$ cat src/supply_seq_pkg.sv
// package: constants, states and carrier structs for the supply start-up sequencer
package supply_seq_pkg;

  // core clock rate and boot wait
  localparam int unsigned CLK_HZ = 50_000_000;
  localparam int unsigned BOOT_TIME_US = 1200;
  localparam int unsigned BOOT_CYCLES = (BOOT_TIME_US * (CLK_HZ / 1_000_000));
  localparam int unsigned BOOT_CNT_W = 17;

  // fixed analogue figures (mV and uA); the front model compares against the bulk under-voltage one
  localparam int unsigned SUPPLY_TURN_ON_THRESHOLD_MV = 20500;
  localparam int unsigned BULK_UNDERVOLTAGE_CURRENT_THRESHOLD_UA = 443;

  // reset values of pin controls
  localparam logic STARTUP_CELL_RESET = 1'b1;
  localparam logic UART_ENABLE_RESET = 1'b1;

  typedef enum logic [2:0] {
    ST_CHARGE  = 3'b000,
    ST_BOOT    = 3'b001,
    ST_WAIT_BI = 3'b010,
    ST_RUN     = 3'b011,
    ST_STOPPED = 3'b100
  } seq_state_t;

  // comparator decisions from the analogue front end
  typedef struct packed {
    logic supply_above_turn_on;
    logic supply_above_brownin;
    logic supply_above_off;
    logic bulk_brownin;
    logic bulk_current_above_bo;
  } comp_t;

  // gate requests from the pwm core and resulting pin drives
  typedef struct packed {
    logic main_gate_drive;
    logic zvs_gate_drive;
  } gate_t;

  // configuration pin control
  typedef struct packed {
    logic uart_enable;
    logic pull_down_enable;
  } cfg_pin_t;

endpackage

$ cat src/supply_startup_brownin_sequencer.sv
// start-up, brown-in and brown-out sequencing of the flyback controller core
`timescale 1ns/1ps
`default_nettype none

// Functional notes
// (RULE1) The configuration pin works as a one-wire UART until brown-in is reached.
// (RULE2) When normal operation starts the UART is turned off and the pin goes to weak pull-down.
// (RULE3) On a cold start the high-voltage start-up cell conducts to charge the supply capacitor.
// (RULE4) Supply rising above the turn-on threshold turns the start-up cell off and enables the core.
// (RULE5) After the core is enabled a boot wait of about 1.2 ms runs before any gate activity.
// (RULE6) Bulk and supply brown-in conditions are checked continuously during start-up.
// (RULE7) The first main gate pulse comes under soft-start only with both brown-ins and after the boot wait.
// (RULE8) With the core active, input brown-in monitoring measures the high-voltage pin current.
// (RULE9) Without input brown-in before supply falls below its brown-in level, measurement stays on to the off level.
// (RULE10) Bulk brown-out stops all gate switching.
// (RULE11) Bulk under-voltage is the high-voltage pin current falling below the fixed 0.443 mA threshold.
// (RULE12) Comparator decisions are synchronised first, and both gates stay low outside normal switching.
module supply_startup_brownin_sequencer (
  input wire logic clk,
  input wire logic reset_n,
  input wire supply_seq_pkg::comp_t comp_async,
  input wire supply_seq_pkg::gate_t gate_request,
  output supply_seq_pkg::gate_t gate_out,
  output logic startup_cell_on,
  output logic core_enable,
  output logic measure_enable,
  output logic soft_start,
  output supply_seq_pkg::cfg_pin_t cfg_pin
);
  import supply_seq_pkg::*;

  localparam int COMP_W = $bits(comp_t);

  logic [COMP_W-1:0] sync1;
  logic [COMP_W-1:0] sync2;
  logic [COMP_W-1:0] sync3;
  logic [COMP_W-1:0] stable;
  comp_t comp;
  seq_state_t state;
  seq_state_t next_state;
  logic [BOOT_CNT_W-1:0] boot_cnt;
  logic boot_done;
  logic bulk_brownin_seen;
  logic brownin_ok;
  logic bulk_brownout;
  logic supply_lost;

  // core power decode shared by the cell, core, measurement and pin controls
  function automatic logic core_alive(input seq_state_t s);
    return s != ST_CHARGE;
  endfunction

  // three-stage synchroniser; a change counts once stages two and three agree
  always_ff @(posedge clk or negedge reset_n) begin
    if (!reset_n) begin
      sync1 <= '0;
      sync2 <= '0;
      sync3 <= '0;
    end else begin
      sync1 <= comp_async; // see (RULE12)
      sync2 <= sync1;
      sync3 <= sync2;
    end
  end

  // per-bit agreement filter, avoids acting on a comparator mid-transition
  genvar gi;
  generate
    for (gi = 0; gi < COMP_W; gi++) begin : g_filt
      always_ff @(posedge clk or negedge reset_n) begin
        if (!reset_n) begin
          stable[gi] <= 1'b0;
        end else if (sync2[gi] == sync3[gi]) begin
          stable[gi] <= sync3[gi]; // see (RULE12)
        end
      end
    end
  endgenerate

  // filtered comparator decisions, the only copy the sequencing reads
  assign comp = comp_t'(stable);

  // brown-out: hv pin current below the 0.443 mA comparator level
  assign bulk_brownout = !comp.bulk_current_above_bo; // see (RULE11)
  assign brownin_ok = bulk_brownin_seen && comp.supply_above_brownin; // see (RULE6)
  assign boot_done = (boot_cnt == BOOT_CNT_W'(BOOT_CYCLES - 1));

  // supply at or under the off level; every live state falls back to charge-up
  assign supply_lost = !comp.supply_above_off;

  // boot wait counter, runs only in the boot state
  // holds at its last count; the state leaves boot on that same edge
  always_ff @(posedge clk or negedge reset_n) begin
    if (!reset_n) begin
      boot_cnt <= '0;
    end else if (state == ST_BOOT) begin
      if (!boot_done) begin
        boot_cnt <= boot_cnt + 1'b1; // see (RULE5)
      end
    end else begin
      boot_cnt <= '0;
    end
  end

  // bulk brown-in is latched once seen while the core is alive
  // the latch rides over bulk ripple dipping under the brown-in level later on
  always_ff @(posedge clk or negedge reset_n) begin
    if (!reset_n) begin
      bulk_brownin_seen <= 1'b0;
    end else if (state == ST_CHARGE) begin
      bulk_brownin_seen <= 1'b0;
    end else if (measure_enable && comp.bulk_brownin) begin
      bulk_brownin_seen <= 1'b1; // see (RULE8)
    end
  end

  // sequencing; a supply collapse below the off level always restarts charge-up
  always_comb begin
    next_state = state;
    case (state)
      ST_CHARGE: begin
        if (comp.supply_above_turn_on) begin
          next_state = ST_BOOT; // see (RULE4)
        end
      end
      ST_BOOT: begin
        if (supply_lost) begin
          next_state = ST_CHARGE;
        end else if (boot_done) begin
          next_state = ST_WAIT_BI; // see (RULE5)
        end
      end
      ST_WAIT_BI: begin
        if (supply_lost) begin
          next_state = ST_CHARGE; // see (RULE9)
        end else if (brownin_ok && !bulk_brownout) begin
          next_state = ST_RUN; // see (RULE7)
        end
      end
      ST_RUN: begin
        if (supply_lost) begin
          next_state = ST_CHARGE;
        end else if (bulk_brownout) begin
          next_state = ST_STOPPED; // see (RULE10)
        end
      end
      ST_STOPPED: begin
        // bulk recovery alone does not restart; only a supply collapse leaves
        if (supply_lost) begin
          next_state = ST_CHARGE;
        end
      end
      default: begin
        next_state = ST_CHARGE;
      end
    endcase
  end

  // state register; cell, core, measure, soft-start and pin outputs load from next_state on the same edge, gate_out from state
  always_ff @(posedge clk or negedge reset_n) begin
    if (!reset_n) begin
      state <= ST_CHARGE;
    end else begin
      state <= next_state;
    end
  end

  // start-up cell conducts only while charging the supply capacitor
  always_ff @(posedge clk or negedge reset_n) begin
    if (!reset_n) begin
      startup_cell_on <= STARTUP_CELL_RESET; // see (RULE3)
      core_enable <= 1'b0;
      measure_enable <= 1'b0;
    end else begin
      // cell and core are complementary, so the cell never feeds a running core
      startup_cell_on <= !core_alive(next_state); // see (RULE4)
      core_enable <= core_alive(next_state);
      // measurement held on through boot and brown-in wait until supply off
      measure_enable <= core_alive(next_state); // see (RULE8) see (RULE9)
    end
  end

  // soft-start flag asserted on entry to run, one cycle, pwm core ramps from it
  // stopped never re-enters run directly, so each charge-up gives at most one pulse
  always_ff @(posedge clk or negedge reset_n) begin
    if (!reset_n) begin
      soft_start <= 1'b0;
    end else begin
      soft_start <= (next_state == ST_RUN) && (state != ST_RUN); // see (RULE7)
    end
  end

  // gates forced low outside normal switching, registered for glitch-free pins
  always_ff @(posedge clk or negedge reset_n) begin
    if (!reset_n) begin
      gate_out <= '0;
    end else if (state == ST_RUN && !bulk_brownout) begin
      gate_out <= gate_request;
    end else begin
      gate_out <= '0; // see (RULE10) see (RULE12)
    end
  end

  // configuration pin: uart until brown-in, then weak pull-down until a supply collapse returns to charge-up
  // boot and brown-in wait keep the uart, so parameters can still be loaded
  always_ff @(posedge clk or negedge reset_n) begin
    if (!reset_n) begin
      cfg_pin.uart_enable <= UART_ENABLE_RESET; // see (RULE1)
      cfg_pin.pull_down_enable <= 1'b0;
    end else if (!core_alive(next_state)) begin
      cfg_pin.uart_enable <= 1'b1; // see (RULE1)
      cfg_pin.pull_down_enable <= 1'b0;
    end else if (next_state == ST_RUN) begin
      cfg_pin.uart_enable <= 1'b0; // see (RULE2)
      cfg_pin.pull_down_enable <= 1'b1;
    end
  end

endmodule

`default_nettype wire

$ cat config.mk
export PLATFORM = sky130hd
export DESIGN_NAME = supply_startup_brownin_sequencer
export DESIGN_NICKNAME = d
export VERILOG_FILES = /design/src/supply_seq_pkg.sv /design/src/supply_startup_brownin_sequencer.sv
export SDC_FILE = /design/constraint.sdc
export NUM_CORES = 1
export LEC_CHECK = 0
export BUFFER_PORTS_ARGS = -buffer_cell sky130_fd_sc_hd__buf_2
export CORE_UTILIZATION = 60
export CTS_BUF_LIST = sky130_fd_sc_hd__clkbuf_8
export CTS_CLUSTER_SIZE = 24
export DETAILED_ROUTE_END_ITERATION = 8
export PLACE_DENSITY = 0.78
export SLEW_MARGIN = 20
export SYNTH_ARGS = -nofsm -noshare
export SYNTH_HDL_FRONTEND = slang
export SYNTH_SLANG_ARGS = --single-unit
$ cat constraint.sdc
create_clock -name clk -period 2.75 [get_ports clk]
set_input_delay 0 -clock clk [delete_from_list [all_inputs] [get_ports clk]]
set_output_delay 0 -clock clk [all_outputs]
set_load 0.02 [all_outputs]
=== Word level (Yosys, flattened, before mapping) ===
Cells that the tools add are included.

* Muxes and demuxes: 16
* Equality and inequality tests: 14
* Reduce and logical (&&, ||, !) cells: 9
* $add $sub $neg: 1

{| class="wikitable"
|+ Operator list
! operator !! count
|-
| two-way mux 17 bit || 2
|-
| two-way mux 3 bit || 8
|-
| adder 17 x 1 -> 17 bit (second input constant) || 1
|-
| equality test 17 x 16 -> 1 bit (second input constant) || 1
|-
| case mux 3 bit (5 select lines) || 1
|-
| equality test 3 x 2 -> 1 bit (second input constant) || 3
|-
| two-way mux 2 bit || 3
|-
| equality test 1 bit || 5
|-
| logical AND 1 bit || 5
|-
| equality test 3 x 1 -> 1 bit (second input constant) || 1
|-
| equality test 3 bit (second input constant) || 1
|-
| zero test 3 bit || 1
|-
| inequality test 3 x 2 -> 1 bit (second input constant) || 1
|-
| nonzero test 3 bit || 1
|-
| two-way mux 1 bit || 2
|-
| inequality test 2 x 1 -> 1 bit (second input constant) || 1
|-
| inequality test 2 bit (second input constant) || 1
|-
| nonzero test 2 bit || 1
|-
| zero test 1 bit || 1
|}

* Word-level logic and storage cells: 58
* Output and inout port bits: 8
* Register bits after elaboration: 48
* Input port bits: 9

=== Depth between registers and ports, before layout ===
* Depth in word-level cells: 8
* Gate-level depth with buffers: 6
* Mapped depth without buffers: 5

=== Least setup slack after synthesis ===
OpenSTA, ideal clock, no wires.

* Kind: register to register
* Start: reg boot_cnt[5]
* End: reg cfg_pin[0] (netlist bit)
* Data arrival time: 2,242 ps
* Period minus slack after synthesis: 2,368 ps
* Buffers on the path: 2
* Cell stages (with the launch flop): 7
* Required time: 2,624 ps
* Setup time: 126 ps
* Slack: 382 ps
* Path through: dfrtp_1 -> buf_6 -> or4b_4 -> or4_1 -> clkbuf_2 -> a221o_1 -> a221o_1

* Longest elaborated chain between the ends: 6
* Elaborated cells on any way between the ends: 8

{| class="wikitable"
|+ RTL lines
! item !! line !! source
|-
| start: declaration || supply_startup_brownin_sequencer.sv:41 || <nowiki>logic [BOOT_CNT_W-1:0] boot_cnt;</nowiki>
|-
| start signal: assignment || supply_startup_brownin_sequencer.sv:98 || <nowiki>boot_cnt <= boot_cnt + 1'b1;</nowiki>
|-
| equality test 17 x 16 -> 1 bit * || supply_startup_brownin_sequencer.sv:86 || <nowiki>assign boot_done = (boot_cnt == BOOT_CNT_W'(BOOT_CYCLES - 1));</nowiki>
|-
| two-way mux 3 bit * || supply_startup_brownin_sequencer.sv:129 || <nowiki>end else if (boot_done) begin</nowiki>
|-
| two-way mux 3 bit * || supply_startup_brownin_sequencer.sv:127 || <nowiki>if (supply_lost) begin</nowiki>
|-
| case mux 3 bit (5 select lines) * || supply_startup_brownin_sequencer.sv:120 || <nowiki>case (state)</nowiki>
|-
| via next_state[0] || supply_startup_brownin_sequencer.sv:40 || <nowiki>seq_state_t next_state;</nowiki>
|-
| equality test 3 x 2 -> 1 bit or nonzero test 3 bit (tied branches) || supply_startup_brownin_sequencer.sv:213, supply_startup_brownin_sequencer.sv:50 ||
|-
| inequality test 2 x 1 -> 1 bit (no source line) or two-way mux 2 bit (tied branches) || -- ||
|-
| end: declaration || supply_startup_brownin_sequencer.sv:28 || <nowiki>output supply_seq_pkg::cfg_pin_t cfg_pin</nowiki>
|}

The timed path passes the listed nets; every way through them passes the cells marked *.
A chain may end at the register's enable or synchronous reset.

=== Final worst setup path ===
Ends and elaborated chain as after synthesis.

==> metrics.cfg <==
[finish]
diodes=0
multi_input_area_um2=660.6
drive_gt1_share_pct=16.04
layout-area-overhead-vs-synth_pct=15.07
final_cell_area_mm2=0.002217
ff_latch_area_mm2=0.001204
n_fill_cell=235
nNetsFinal=196

[timing]
finalSetupViolCount=0
worstMarginPinSlew_ns=0.8245
hold_ws_ns=0.2338
hold_violations=0
fin_crit_ns=2.507
timing.fmax_ghz=0.3989
relSlewSlack_pct=44.52
finClkSkew_ns=0.002072
drv_slew=0
rsz0062_at_grt=no
setup_tns_ns=0
period_share_pct=91.15

[placed_design]
dp_hpwl_mm=2.350
placed_area_mm2=0.002018
place_congestion=0.8164
place.port_buffers=16

[synthesis]
synthMuxAreaShare_pct=0
synth_commonest_cells=46 x dfrtp_1, 13 x a21oi_1, 10 x nand2_1, 8 x nor2_1, 7 x o21ai_0
syn_area_mm2=0.001927
yosys.area.top_type=dfrtp_1
synthCells=161
synthSimpleGateAreaFrac_pct=17.66
synth_edf_count=0
ys_warn_count=0
synth_compound_area_share_pct=10.65
synth_cell_types=40
synth_area_per_cell_um2=11.97
yosysMostFrequentCell=dfrtp_1
synth_top_area_share_pct=59.74
synth_top_family_by_area=simple AND/OR/NAND/NOR gates
ys.flop_type=dfrtp_1
synth-seq-cells=48
syn_nets=171
synth_xor_area_share_pct=2.727
synth_seq_area_share_pct=62.47
synth.area.top_cells=dfrtp_1 60%, a21oi_1 3.4%, dfstp_2 2.7%, maj3_1 2.6%, xor2_1 2.3%
synthAdderAreaFrac_pct=3.247
ys_async_sr_fraction_pct=100.0

[global_route]
grt_usage_pct=23.69
grt_overflow_total=0
grt_first_pass_wirelength_mm=5.920
grt_pass1_vias=1318
antenna_found_initial=0
grt_max_degree=49

[drt]
routedWlPerCell_um=15.04
ant_nets=0
drt-total-wl_mm=3.475
via_count=1351
drc_errors=0
detail_route.vias_per_cell=5.848
firstDrtPassIters=4
drt_iter0_drc=63

[floorplanning]
core_mm2=0.003053
pin_count=17
start_util_pct=63.11
die_w_um=58.67
dieArea_mm2=0.003442
die_h_um=58.67
rows=20

[clock_network]
clkSlewWorstSetupHoldPaths_ns=0.09
max-clock-path-buffers=2
worstSkewPairLatency_ns=0.30
cts_buffers=5
cts_tree=done
numClockSinks=48
post_cts_resized=0
cts_hold_buf=8
htree_levels=2
cts_setup_buffers=0
cts_root_buffer=clkbuf_8

[power]
peakVddDrop_mv=0.5444
leakagePower_nw=0.9589
powerDensity_mw_per_mm2=663.1
power_mw=1.470

[worst_setup_path]
critPathKind=reg2reg
worstSetupStartpointType=flop
worstPathRequired_ns=2.94
cp-end-kind=flop
cp_max_fo=9
arrival_ns=2.69

[min_path]
hp-class=in2async

[status]
status=finished clean

[flow_run]
drv_cap=0

-- cell families after synthesis --
group,Yosys count
AOI/OAI and AO/OA,33
and+or+nand+nor,57
xor gates and xnor gates,6
DFF,48
buffers and inverters,11
adders and majority gates,6
-- layout make-up --
cell class | count | share of cell area [%]
Timing Repair Buffer | 24 | 7.336
Clock buffer | 5 | 3.104
Inverter | 5 | 0.8465
Multi-Input combinational cell | 102 | 29.80
Clock inverter | 3 | 2.144
Sequential cell | 48 | 54.29
Tap cell | 44 | 2.483
-- layer usage --
layer	wire length [um]	GRT usage, %	up-vias	part of all wire (%)
met5	0	0	-	0
met4	68	9.864	0	2.0
met3	144	6.154	8	4.1
met2	1665	36.62	35	48
met1	1597	32.27	671	46
li1	-	-	637	-
-- where the power goes --
part	switching [mW]	total [mW]	internal [mW]
combinational	0.0983	0.158	0.0597
clock	0.237	0.510	0.274
sequential	0.0448	0.802	0.757
-- cells in the final DEF (no fill, tap or decap), types with 3 or more instances in the layout --
| master | instances |
|---|---|
| a211oi_1 | 3 |
| a21oi_1 | 13 |
| and2_1 | 3 |
| and3_1 | 3 |
| and4_1 | 3 |
| buf_2 | 15 |
| clkbuf_8 | 5 |
| dfrtp_1 | 46 |
| dlygate4sd3_1 | 8 |
| inv_1 | 5 |
| maj3_1 | 5 |
| nand2_1 | 10 |
| nand3_1 | 4 |
| nand4_1 | 6 |
| nor2_1 | 8 |
| nor2b_1 | 3 |
| o21ai_0 | 7 |
| o31ai_1 | 4 |
| or3_1 | 4 |
| or4_1 | 4 |
| xor2_1 | 5 |
-- worst paths after layout --
kind	start	to	slack, ns	cells past startpoint
hold / removal	reset_n	comp[2]	0.23	2
min in group clk	comp_async[1]	sync1[1]	0.33	2
setup reg to reg	boot_cnt[5]	cfg_pin[0]	0.24	4
max in group asynchronous	reset_n	sync2[4]	2.14	2
hold reg to reg	sync1[3]	sync2[3]	0.36	0
setup / recovery	boot_cnt[5]	cfg_pin[0]	0.24	4
-- metrics by stage --
step                      instances  setup WS [ns]  util, %
after floorplan                 161         0.3816        -
after global placement          215         0.3503    66.11
after detailed placement        215         0.2622    66.11
after CTS                       231         0.2481    72.54
after global routing            231         0.1588    72.62
final                           231         0.2433    72.62
-- worst max-delay path, stage by stage (launching register included) --
cell and delay [ns]:
dfrtp_1 0.47, or4b_4 0.56, or4_1 0.55, a221o_1 0.43, a221o_1 0.38
-- sequential cells by signal, summed over array words and instances, names as in the netlist --
| register | count |
|---|---|
| state | 3 |
| soft_start | 1 |
| gate_out | 2 |
| sync1 | 5 |
| startup_cell_on | 1 |
| sync2 | 5 |
| bulk_brownin_seen | 1 |
| cfg_pin | 2 |
| measure_enable | 1 |
| boot_cnt | 17 |
| sync3 | 5 |
| comp | 5 |
(Power assumes the default switching activity.)
